**config.mk**
```make
export PLATFORM = sky130hd
export DESIGN_NAME = e1_host_ctrl
export DESIGN_NICKNAME = d
export VERILOG_FILES = /design/src/logic/e1_host_ctrl.v /design/src/logic/edge_sync.v
export VERILOG_INCLUDE_DIRS = /design/src /design/src/common
export SDC_FILE = /design/constraint.sdc
export NUM_CORES = 1
export LEC_CHECK = 0
export CAP_MARGIN = 20
export CORE_UTILIZATION = 30
export CTS_CLUSTER_DIAMETER = 150
export DETAILED_ROUTE_END_ITERATION = 10
export DONT_BUFFER_PORTS = 1
export PLACE_DENSITY = 0.49
export SKIP_LAST_GASP = 1
export SLEW_MARGIN = 20
export SYNTH_ARGS = -nofsm -noshare
export SYNTH_HDL_FRONTEND = slang
export SYNTH_SLANG_ARGS = --single-unit
```
**constraint.sdc**
```tcl
create_clock -name ref_clk -period 3.3 [get_ports ref_clk]
set_clock_uncertainty 0.05 [all_clocks]
set_input_delay 0.66 -clock ref_clk [delete_from_list [all_inputs] [get_ports ref_clk]]
set_output_delay 0.66 -clock ref_clk [all_outputs]
set_load 0.02 [all_outputs]
```
**src/common/e1_host_defs.vh**
```
// Purpose: constants for the serial-side controller that drives the framer
// Assumes: ref_clk 250 MHz, link clocks 2.048 MHz
// Notes: command register offsets are local to this controller
`ifndef E1_HOST_DEFS_VH
`define E1_HOST_DEFS_VH
`define SLOTS_PER_FRAME 6'd32
`define BITS_PER_SLOT 4'd8
`define SLOT_W 5
`define BIT_W 3
`define LAST_BIT 3'd7
`define LAST_SLOT 5'd31
`define REG_CTRL 8'h00
`define REG_STATUS 8'h01
`define REG_TX_BYTE 8'h02
`define REG_RX_BYTE 8'h03
`define REG_RX_SLOT 8'h04
`define REG_CFG 8'h05
`define REG_HADDR 8'h06
`define REG_HDATA 8'h07
`define REG_HCMD 8'h08
`define CTRL_TX_EN 0
`define CTRL_RX_EN 1
`define CTRL_NRZ 2
`define CTRL_SYNC_DRIVE 3
`define CTRL_BACKPLANE_CLOCK_EN 4
`define CTRL_RESET 8'h00
`define CFG_RESET 8'h00
`define REF_CLK_MHZ 250
`define LINK_HALF_NS 244
// divider for 2.048 MHz: 250e6/2.048e6 = 122.07, half period 61 cycles
`define LINK_HALF_CYC 8'd61
`define HOST_PHASE_CYC 4'd8
`endif

```
**src/logic/e1_host_ctrl.v**
```verilog
// Purpose: system-side controller driving the framer serial pins and host bus
// Assumes: one clock ref_clk, synchronous active-high reset
// Notes: tx_line_clock and rx_line_clock are made here by a divider
//
// The address map and the address-and-strobe port were chosen for this implementation.
`timescale 1ns/10ps
`include "e1_host_defs.vh"
module e1_host_ctrl (
	input wire ref_clk,
	input wire reset,
	input wire [7:0] addr,
	input wire [7:0] wdata,
	input wire wr_stb,
	input wire rd_stb,
	output reg [7:0] rdata,
	output reg tx_line_clock,
	output reg rx_line_clock,
	output reg backplane_clock,
	output reg tx_serial_in,
	input wire tx_channel_clock,
	input wire rx_serial_out,
	input wire rx_channel_clock,
	input wire rx_boundary_sync_i,
	output reg rx_boundary_sync_o,
	output reg rx_boundary_sync_oe,
	output reg rx_line_positive,
	output reg rx_line_negative,
	input wire tx_line_positive,
	input wire tx_line_negative,
	input wire [7:0] muxed_host_bus_i,
	output reg [7:0] muxed_host_bus_o,
	output reg muxed_host_bus_oe,
	output reg bus_style_select,
	output reg chip_select_n,
	output reg address_strobe,
	output reg data_strobe,
	output reg rw_select,
	output reg busy
);
	localparam H_IDLE = 5'b00001;
	localparam H_ADDR = 5'b00010;
	localparam H_LATCH = 5'b00100;
	localparam H_DATA = 5'b01000;
	localparam H_END = 5'b10000;
	reg [7:0] ctrl_q;
	reg [7:0] cfg_q;
	reg [7:0] tx_byte_q;
	reg [7:0] rx_byte_q;
	reg [7:0] rx_slot_q;
	reg [7:0] haddr_q;
	reg [7:0] hdata_q;
	reg hwrite_q;
	reg [4:0] hstate_q;
	reg [3:0] hcnt_q;
	reg [7:0] div_q;
	reg [`BIT_W-1:0] tx_bit_q;
	reg [`SLOT_W-1:0] tx_slot_q;
	reg [7:0] tx_shift_q;
	reg tx_byte_taken_q;
	reg [`BIT_W-1:0] rx_bit_q;
	reg [`SLOT_W-1:0] rx_slot_cnt_q;
	reg [7:0] rx_shift_q;
	reg rx_frame_seen_q;
	reg rx_byte_new_q;
	reg chclk_seen_q;
	reg hcmd_go;
	reg [7:0] bus_meta_q;
	reg [7:0] bus_sync_q;
	wire tx_pos_lvl;
	wire tx_neg_lvl;
	wire tick_half;
	wire rx_lvl;
	wire rxs_lvl;
	wire rxs_rise;
	wire txc_rise;
	wire rxc_rise;
	wire nrz;

	assign nrz = ctrl_q[`CTRL_NRZ];
	assign tick_half = (div_q == `LINK_HALF_CYC - 8'd1);

	edge_sync u_rx_data (
		.ref_clk(ref_clk), .reset(reset), .async_in(rx_serial_out),
		.level(rx_lvl), .rise(), .fall());
	edge_sync u_rx_sync (
		.ref_clk(ref_clk), .reset(reset), .async_in(rx_boundary_sync_i),
		.level(rxs_lvl), .rise(rxs_rise), .fall());
	edge_sync u_tx_chclk (
		.ref_clk(ref_clk), .reset(reset), .async_in(tx_channel_clock),
		.level(), .rise(txc_rise), .fall());
	edge_sync u_rx_chclk (
		.ref_clk(ref_clk), .reset(reset), .async_in(rx_channel_clock),
		.level(), .rise(rxc_rise), .fall());
	edge_sync u_tx_pos (
		.ref_clk(ref_clk), .reset(reset), .async_in(tx_line_positive),
		.level(tx_pos_lvl), .rise(), .fall());
	edge_sync u_tx_neg (
		.ref_clk(ref_clk), .reset(reset), .async_in(tx_line_negative),
		.level(tx_neg_lvl), .rise(), .fall());

	always @(posedge ref_clk) begin
		if (reset) begin
			div_q <= 8'h00;
			tx_line_clock <= 1'b0;
			rx_line_clock <= 1'b0;
			backplane_clock <= 1'b0;
		end else begin
			div_q <= tick_half ? 8'h00 : div_q + 8'h01;
			if (tick_half) begin
				tx_line_clock <= ~tx_line_clock;
				rx_line_clock <= ~rx_line_clock;
				backplane_clock <= ctrl_q[`CTRL_BACKPLANE_CLOCK_EN] & ~backplane_clock;
			end
		end
	end

	// transmit side: change data on rising link clock
	always @(posedge ref_clk) begin
		if (reset) begin
			tx_bit_q <= {`BIT_W{1'b0}};
			tx_slot_q <= {`SLOT_W{1'b0}};
			tx_shift_q <= 8'h00;
			tx_serial_in <= 1'b0;
			tx_byte_taken_q <= 1'b0;
		end else begin
			if (wr_stb && addr == `REG_TX_BYTE)
				tx_byte_taken_q <= 1'b0;
			if (tick_half && !tx_line_clock && ctrl_q[`CTRL_TX_EN]) begin
				// stable before the falling sample edge
				if (tx_bit_q == {`BIT_W{1'b0}}) begin
					tx_serial_in <= tx_byte_q[7];
					tx_shift_q <= {tx_byte_q[6:0], 1'b0};
					tx_byte_taken_q <= 1'b1;
				end else begin
					tx_serial_in <= tx_shift_q[7];
					tx_shift_q <= {tx_shift_q[6:0], 1'b0};
				end
				tx_bit_q <= tx_bit_q + 3'd1;
				// slot 31 wraps to slot 0
				if (tx_bit_q == `LAST_BIT)
					tx_slot_q <= (tx_slot_q == `LAST_SLOT) ? 5'd0 : tx_slot_q + 5'd1;
			end
			// realign bit count on LSB marker
			if (txc_rise)
				tx_bit_q <= {`BIT_W{1'b0}};
		end
	end

	// receive line drive and serial capture
	always @(posedge ref_clk) begin
		if (reset) begin
			rx_line_positive <= 1'b0;
			rx_line_negative <= 1'b0;
			rx_bit_q <= {`BIT_W{1'b0}};
			rx_slot_cnt_q <= {`SLOT_W{1'b0}};
			rx_shift_q <= 8'h00;
			rx_byte_q <= 8'h00;
			rx_slot_q <= 8'h00;
			rx_frame_seen_q <= 1'b0;
			rx_byte_new_q <= 1'b0;
			chclk_seen_q <= 1'b0;
		end else begin
			// change before the falling sample edge
			if (tick_half && !rx_line_clock) begin
				rx_line_positive <= tx_pos_lvl;
				rx_line_negative <= nrz ? tx_pos_lvl : tx_neg_lvl;
			end
			if (rd_stb && addr == `REG_RX_BYTE)
				rx_byte_new_q <= 1'b0;
			if (rxc_rise)
				chclk_seen_q <= 1'b1;
			// sample mid-bit on the falling edge
			if (tick_half && rx_line_clock && ctrl_q[`CTRL_RX_EN]) begin
				rx_shift_q <= {rx_shift_q[6:0], rx_lvl};
				rx_bit_q <= rx_bit_q + 3'd1;
				if (rx_bit_q == `LAST_BIT) begin
					rx_byte_q <= {rx_shift_q[6:0], rx_lvl};
					rx_slot_q <= {3'b000, rx_slot_cnt_q} + 8'd1;
					rx_byte_new_q <= 1'b1;
					rx_slot_cnt_q <= rx_slot_cnt_q + 5'd1;
				end
			end
			if (rxs_rise && !rx_boundary_sync_oe) begin
				rx_bit_q <= {`BIT_W{1'b0}};
				rx_slot_cnt_q <= {`SLOT_W{1'b0}};
				rx_frame_seen_q <= 1'b1;
			end
		end
	end

	// drive frame pulse when CTRL_SYNC_DRIVE makes pin an output
	always @(posedge ref_clk) begin
		if (reset) begin
			rx_boundary_sync_o <= 1'b0;
			rx_boundary_sync_oe <= 1'b0;
		end else begin
			rx_boundary_sync_oe <= ctrl_q[`CTRL_SYNC_DRIVE];
			if (tick_half && !rx_line_clock)
				rx_boundary_sync_o <= ctrl_q[`CTRL_SYNC_DRIVE] &&
					rx_slot_cnt_q == 5'd0 && rx_bit_q == 3'd0;
		end
	end

	// software register port
	always @(posedge ref_clk) begin
		if (reset) begin
			ctrl_q <= `CTRL_RESET;
			cfg_q <= `CFG_RESET;
			tx_byte_q <= 8'h00;
			haddr_q <= 8'h00;
			hdata_q <= 8'h00;
			hwrite_q <= 1'b0;
			rdata <= 8'h00;
			bus_meta_q <= 8'h00;
			bus_sync_q <= 8'h00;
		end else begin
			bus_meta_q <= muxed_host_bus_i;
			bus_sync_q <= bus_meta_q;
			if (wr_stb) begin
				case (addr)
				`REG_CTRL: ctrl_q <= wdata;
				`REG_CFG: cfg_q <= wdata;
				`REG_TX_BYTE: tx_byte_q <= wdata;
				`REG_HADDR: haddr_q <= wdata;
				`REG_HDATA: hdata_q <= wdata;
				`REG_HCMD: if (hstate_q == H_IDLE) hwrite_q <= wdata[0];
				default: ;
				endcase
			end
			if (hstate_q == H_DATA && hcnt_q == `HOST_PHASE_CYC - 4'd1 && !hwrite_q)
				hdata_q <= bus_sync_q;
			if (rd_stb) begin
				case (addr)
				`REG_CTRL: rdata <= ctrl_q;
				`REG_STATUS: rdata <= {2'b00, chclk_seen_q, rx_frame_seen_q, rxs_lvl,
					rx_byte_new_q, tx_byte_taken_q, busy};
				`REG_TX_BYTE: rdata <= tx_byte_q;
				`REG_RX_BYTE: rdata <= rx_byte_q;
				`REG_RX_SLOT: rdata <= rx_slot_q;
				`REG_CFG: rdata <= cfg_q;
				`REG_HADDR: rdata <= haddr_q;
				`REG_HDATA: rdata <= hdata_q;
				default: rdata <= 8'h00;
				endcase
			end else
				rdata <= 8'h00;
		end
	end

	always @* begin
		hcmd_go = wr_stb && addr == `REG_HCMD && hstate_q == H_IDLE;
	end

	always @(posedge ref_clk) begin
		if (reset) begin
			hstate_q <= H_IDLE;
			hcnt_q <= 4'h0;
			busy <= 1'b0;
			bus_style_select <= 1'b0;
			chip_select_n <= 1'b1;
			address_strobe <= 1'b0;
			data_strobe <= 1'b0;
			rw_select <= 1'b0;
			muxed_host_bus_o <= 8'h00;
			muxed_host_bus_oe <= 1'b0;
		end else begin
			// strap: 1 strobe style, 0 read/write style
			bus_style_select <= cfg_q[0];
			hcnt_q <= (hcnt_q == `HOST_PHASE_CYC - 4'd1) ? 4'h0 : hcnt_q + 4'h1;
			case (hstate_q)
			H_IDLE: begin
				hcnt_q <= 4'h0;
				if (hcmd_go) begin
					busy <= 1'b1;
					chip_select_n <= 1'b0;
					muxed_host_bus_o <= haddr_q;
					muxed_host_bus_oe <= 1'b1;
					address_strobe <= 1'b1;
					rw_select <= ~wdata[0];
					hstate_q <= H_ADDR;
				end
			end
			H_ADDR: if (hcnt_q == `HOST_PHASE_CYC - 4'd1) begin
				address_strobe <= 1'b0;
				hstate_q <= H_LATCH;
			end
			H_LATCH: if (hcnt_q == `HOST_PHASE_CYC - 4'd1) begin
				muxed_host_bus_o <= hdata_q;
				muxed_host_bus_oe <= hwrite_q;
				// strobe: driven high-active in both styles, whatever bus_style_select is
				data_strobe <= 1'b1;
				hstate_q <= H_DATA;
			end
			H_DATA: if (hcnt_q == `HOST_PHASE_CYC - 4'd1) begin
				data_strobe <= 1'b0;
				hstate_q <= H_END;
			end
			H_END: if (hcnt_q == `HOST_PHASE_CYC - 4'd1) begin
				muxed_host_bus_oe <= 1'b0;
				chip_select_n <= 1'b1;
				busy <= 1'b0;
				hstate_q <= H_IDLE;
			end
			default: hstate_q <= H_IDLE;
			endcase
		end
	end
endmodule // e1_host_ctrl

```
**src/logic/edge_sync.v**
```verilog
// Purpose: two-flop synchroniser with rise and fall detect
// Assumes: input from outside the ref_clk domain
// Notes: first flop is read only by the second
`timescale 1ns/10ps
module edge_sync (
	input wire ref_clk,
	input wire reset,
	input wire async_in,
	output wire level,
	output wire rise,
	output wire fall
);
	reg meta_q;
	reg sync_q;
	reg prev_q;
	always @(posedge ref_clk) begin
		if (reset) begin
			meta_q <= 1'b0;
			sync_q <= 1'b0;
			prev_q <= 1'b0;
		end else begin
			meta_q <= async_in;
			sync_q <= meta_q;
			prev_q <= sync_q;
		end
	end
	assign level = sync_q;
	assign rise = sync_q & ~prev_q;
	assign fall = ~sync_q & prev_q;
endmodule // edge_sync

```
# Word-level counts from Yosys, hierarchy flattened
# Cells that the tools add are included.
# W data, S select, Z words.
[word_totals]
ff_bits = 166
out_inout_bits = 31
wordCells = 173
[op_classes]
n_addsub = 6
n_eq_ne = 21
n_mux = 32
bitwise = 12
reduce_logical = 48
[op_table]
columns = ["operator", "count"]
rows = [
  ["$pmux W8 S8", 1],
  ["$mux W8", 6],
  ["$eq A8 B3 Y1 const B", 4],
  ["$mux W5", 5],
  ["$pmux W5 S5", 1],
  ["$eq A8 B2 Y1 const B", 2],
  ["$pmux W8 S2", 1],
  ["$reduce_and A3 Y1", 5],
  ["$logic_and A1 B1 Y1", 14],
  ["$reduce_and A2 Y1", 7],
  ["$mux W1", 13],
  ["$reduce_bool A2 Y1", 6],
  ["$add A8 B1 Y8 const B", 1],
  ["$eq A8 B1 Y1 const B", 1],
  ["$eq A8 B4 Y1 const B", 1],
  ["$eq A8 B6 Y1 const B", 1],
  ["$logic_not A8 Y1", 1],
  ["$ne A2 B2 Y1 const B", 4],
  ["$not A1 Y1", 8],
  ["$pmux W1 S2", 4],
  ["$reduce_or A2 Y1", 4],
  ["$add A3 B1 Y3 const B", 2],
  ["$add A5 B1 Y6 const B", 1],
  ["$logic_not A3 Y1", 2],
  ["18 further kinds", 24],
]

# Logic depth before layout (Yosys ltp)
[logic_depth]
word_depth = 5
depth_mapped = 8
ltp_nobuf = 6

# By module
# From an unflattened synthesis, not the netlist that was laid out.
[hier_totals]
hier_cells = 708
area_unflattened_um2 = 6862.8
[modules_own_cells]
columns = ["module", "n_inst", "cells_each", "area_each_um2", "seq_area_each_um2"]
rows = [
  ["e1_host_ctrl", 1, 660, 6314.8, 2962.8],
  ["edge_sync", 6, 8, 91.3, 60.1],
]

# Worst setup path after synthesis
# No wires, ideal clock.
[synth_path]
kind = "input to register"
from = "input addr[7]"
to = "register rdata[6]"
arrival_ps = 1997
slack_ps = 1175
stages = 4
path_cell_list = "or4_4 > or4b_1 > buf_2 > nor3_1"
[synth_between]
elab_chain_len = 2
[synth_rtl]
columns = ["item", "line_no", "text"]
rows = [
  ["from (decl)", "e1_host_ctrl.v:11", "input wire [7:0] addr,"],
  ["$eq A8 B3 Y1 (tied with other cells)", "e1_host_ctrl.v:233", "case (addr)"],
  ["$pmux W8 S8 *", "e1_host_ctrl.v:233", ""],
  ["to (signal assigned)", "e1_host_ctrl.v:234", "`REG_CTRL: rdata <= ctrl_q;"],
  ["to (signal assigned)", "e1_host_ctrl.v:235", "`REG_STATUS: rdata <= {2'b00, chclk_seen_q, rx_frame_seen_q, rxs_lvl,"],
  ["to (signal assigned)", "e1_host_ctrl.v:237", "`REG_TX_BYTE: rdata <= tx_byte_q;"],
  ["to (decl)", "e1_host_ctrl.v:15", "output reg [7:0] rdata,"],
]
# Every way passes the cells marked *; elsewhere a longest branch is shown, timed or not.
# A chain may end at the register's enable or synchronous reset.

# Worst setup path in the final report
[layout_path]
from = "register div_q[0]"
to = "register rx_byte_q[0]"
[layout_between]
elab_chain_len = 4
[layout_rtl]
columns = ["item", "line_no", "text"]
rows = [
  ["from (decl)", "e1_host_ctrl.v:55", "reg [7:0] div_q;"],
  ["from (signal assigned)", "e1_host_ctrl.v:108", "div_q <= tick_half ? 8'h00 : div_q + 8'h01;"],
  ["$eq A8 B6 Y1", "e1_host_ctrl.v:80", "assign tick_half = (div_q == `LINK_HALF_CYC - 8'd1);"],
  ["$logic_and A1 B1 Y1 (2 in a row)", "e1_host_ctrl.v:173", "if (tick_half && rx_line_clock && ctrl_q[`CTRL_RX_EN]) begin"],
  ["$reduce_and A2 Y1 (no source line)", "--", ""],
  ["to (signal assigned)", "e1_host_ctrl.v:177", "rx_byte_q <= {rx_shift_q[6:0], rx_lvl};"],
  ["to (decl)", "e1_host_ctrl.v:48", "reg [7:0] rx_byte_q;"],
]
# Every way passes these cells.

==> impl_metrics.json <==
{
  "ys_types": 55,
  "antenna_found_initial": 0,
  "die_x_um": 151,
  "clock_tree.buffer_depth": 2,
  "grt.total_usage_pct": 15.0,
  "num_antenna_cells": 0,
  "post-route-drc-count": 0,
  "critical_path.reg2reg.endpoint": "rx_byte_q[0]",
  "clock-sinks": 163,
  "syn_area_per_cell_sq_um": 9.75,
  "synth_xor_area_share_pct": 2.50,
  "grt_overflow_total": 0,
  "r2r_setup_slack_ns": 1.08,
  "totalPowerFinal_w": 0.00397,
  "switching_share_pct": 22.2,
  "worst-path-max-fanout": 18,
  "detail_route.wirelength_mm": 16.4,
  "min_tclk_post_route_ns": 2.22,
  "route.vias.total": 4701,
  "coreArea_sq_um": 21800,
  "combinational_cell_fraction_of_total_power_pct": 1.5,
  "synthArstFlopShare_pct": 0,
  "critical_path_data_required_time_ns": 3.61,
  "clkPwrFrac_pct": 48.1,
  "clk_latency_ns": 0.43,
  "timing.final.crit_share_pct": 67.2,
  "hp-class": "in2reg",
  "area_growth_syn_to_layout_pct": 11.4,
  "seqPwrFrac_pct": 50.4,
  "tritoncts": "done",
  "timing.slew.headroom_pct": 50.7,
  "initial_utilization_pct": 30.5,
  "vdd.ir_drop.worst_v": 0.000347,
  "routability_driven_placement_congestion_ratio": 0.811,
  "worstSetupPathType": "reg2reg",
  "io_buffers": 0,
  "post_cts.resized_instances": 0,
  "std_cell_rows": 54,
  "timing.hold.worst.start": "reset",
  "syn_area_sq_um": 6660,
  "slew_of_the_pin_with_the_lowest_slew_margin_ns": 0.738,
  "intPower_w": 0.00309,
  "grt_start_max_net_pins": 142,
  "timing.max_cap.violations": 0,
  "min_delay_worst_endpoint": "u_rx_sync.meta_q",
  "synth_cells": 683,
  "cts_hold_buffers": 0,
  "seq_area_frac_synth_pct": 49.0,
  "maxSlewViolCount": 0,
  "critical_path.endpoint_type": "flop",
  "dp_hpwl_mm": 11.5,
  "leading_cell_types_in_the_layout_fill_and_taps_excluded": "163 x dfxtp_1, 108 x nor2_1, 69 x mux2i_1, 47 x nand2_1, 39 x nor2b_1",
  "floorplan.die_area_sq_um": 22800,
  "syn-num-nets": 727,
  "unrepaired_setup_endpoints_after_global_routing": "false",
  "grt_pass1_vias": 4514,
  "drt-wirelength-per-cell_um": 17.2,
  "max_freq_mhz": 451,
  "cts.root.buffer_cell": "clkbuf_16",
  "total_leakage_power_nw": 2.55,
  "synth.ff_latch_count": 163,
  "detail_route.iter0.violations": 302,
  "die_h_um": 151,
  "drive_gt1_share_pct": 9.45,
  "finalSetupTns_ns": 0,
  "synth-compound-area-share_pct": 9.27,
  "synth_top_family_by_area": "simple AND/OR/NAND/NOR gates",
  "number_of_synthesized_flops_with_an_enable_pin": 0,
  "synthAdderAreaFrac_pct": 1.88,
  "setup_violations": 0,
  "cp.arrival_ns": 2.53,
  "hold_viol": 0,
  "clock_pin_slew_worst_setup_and_hold_paths_ns": 0.07,
  "postCtsSetupRepairBufs": 0,
  "numCtsBuffers": 17,
  "final_common_cell": "dfxtp_1",
  "timing.reg2reg.worst_path_depth": 6,
  "worstSetupStartpointType": "flop",
  "power.net_switching_w": 0.000884,
  "grt_pass1_wl_mm": 25.2,
  "synth_simple_gate_area_share_pct": 20.4,
  "r2r_start": "div_q[0]",
  "layout.nets": 708,
  "detail-route-antenna-nets": 0,
  "outcome": "finished, final reports clean",
  "power-per-cell-area_nw_per_um2": 536,
  "length_of_the_first_detailed_routing_pass_in_iterations": 6,
  "io-pin-count": 65,
  "viasPerCell": 4.91,
  "synth_top_flop_cell": "dfxtp_1",
  "synthesis.yosys.warnings": 0,
  "min_delay_path_depth": 1,
  "synthMuxAreaShare_pct": 13.1,
  "h-tree-depth": 4
}
synth_stat cells, types with 2 or more instances:
cell | instances | share of area (%)
nor4_1 | 6 | 0.56
and3_1 | 6 | 0.56
a21o_1 | 3 | 0.34
buf_2 | 16 | 1.2
xnor2_1 | 7 | 0.92
or2_2 | 4 | 0.38
buf_1 | 3 | 0.17
a22o_1 | 3 | 0.39
nor3_1 | 9 | 0.68
o32ai_1 | 2 | 0.26
inv_1 | 14 | 0.79
a211oi_1 | 6 | 0.68
ha_1 | 10 | 1.9
a311oi_1 | 8 | 1.1
nor3b_1 | 6 | 0.68
nor2b_1 | 39 | 3.7
mux2_2 | 2 | 0.34
nor2_1 | 108 | 6.1
xor2_1 | 12 | 1.6
nand2_1 | 47 | 2.6
nand3_1 | 11 | 0.83
a21oi_1 | 25 | 1.9
nand4_1 | 6 | 0.56
nand4b_1 | 2 | 0.26
buf_6 | 3 | 0.51
a211oi_2 | 8 | 1.5
o21ai_0 | 9 | 0.68
or3_1 | 4 | 0.38
or4_4 | 2 | 0.34
nand2b_1 | 8 | 0.75
mux4_2 | 7 | 2.4
and3b_1 | 3 | 0.39
a221oi_1 | 9 | 1.2
mux2i_1 | 69 | 10
and4_1 | 3 | 0.39
dfxtp_1 | 163 | 49
o211ai_1 | 3 | 0.34
clkbuf_1 | 20 | 1.1
worst max path at each step:
stage,slack (ns),from,end
5_1_grt,0.82,div_q[0],rx_slot_q[0]
3_3_place_gp,1.04,addr[7],rdata[7]
3_5_place_dp,0.94,addr[0],muxed_host_bus_o[7]
2_1_floorplan,1.17,addr[7],rdata[6]
6_report,1.08,div_q[0],rx_byte_q[0]
4_1_cts,1.05,div_q[0],rx_byte_q[0]
cell families after synthesis:
| logic type | Yosys count |
|---|---|
| fa+ha+maj | 10 |
| compound gates | 84 |
| simple gates | 272 |
| xor+xnor | 19 |
| mux | 78 |
| buf+inv | 57 |
| flops | 163 |
layout make-up:
class                      instances  area (sq um)
inverter                          14          52.6
fill                            2207         14400
clock buffer                      19           443
multi-input combinational        463          3140
sequential                       163          3260
tap                              280           350
timing repair buffer               5          37.5
clock inverter                    13           126
metal layers:
metal	global-route usage (%)	vias to the layer above	wire length, um
li1	-	2323	-
met1	19.5	2261	7830
met2	23.3	92	7520
met3	4.10	25	746
met4	6.05	0	347
met5	0	-	0
registers in the layout (all words and copies together) (netlist names), 3 cells and up:
register	flops
cfg_q	8
ctrl_q	8
tx_byte_q	8
rx_slot_cnt_q	5
hcnt_q	4
hdata_q	8
rx_shift_q	7
rx_slot_q	6
bus_sync_q	8
bus_meta_q	8
haddr_q	8
div_q	8
rx_bit_q	3
rx_byte_q	8
tx_bit_q	3
rdata	8
tx_shift_q	7
hstate_q	5
muxed_host_bus_o	8
through the flow:
stage / setup slack, ns / instances / cell area [sq um] / util (%) / hold WS, ns
after detailed placement: 0.937 / 925 / 6850 / 31.4 / 0.375
after global routing: 0.816 / 957 / 7420 / 34.0 / 0.231
after global placement: 1.04 / 925 / 6850 / 31.4 / 0.376
after floorplan: 1.17 / 683 / 6660 / - / 0.364
after CTS: 1.05 / 957 / 7420 / 34.0 / 0.232
final: 1.08 / 957 / 7420 / 34.0 / 0.248
critical path: stages (launching register included):
cell,delay [ns]
dfxtp_1,0.36
inv_1,0.08
ha_1,0.13
nor3b_2,0.45
and4_1,0.72
nand2_1,0.18
a21oi_1,0.17
power by group through the flow:
stage               Combinational [W]  Sequential [W]  Clock [W]
finish                      0.0000592         0.00200    0.00191
floorplan                   0.0000837         0.00204          0
global placement            0.0000582         0.00204          0
detailed placement          0.0000597         0.00205          0
global route                0.0000659         0.00200    0.00206
CTS                         0.0000599         0.00200    0.00196
Power figures use the tool's default switching activity.
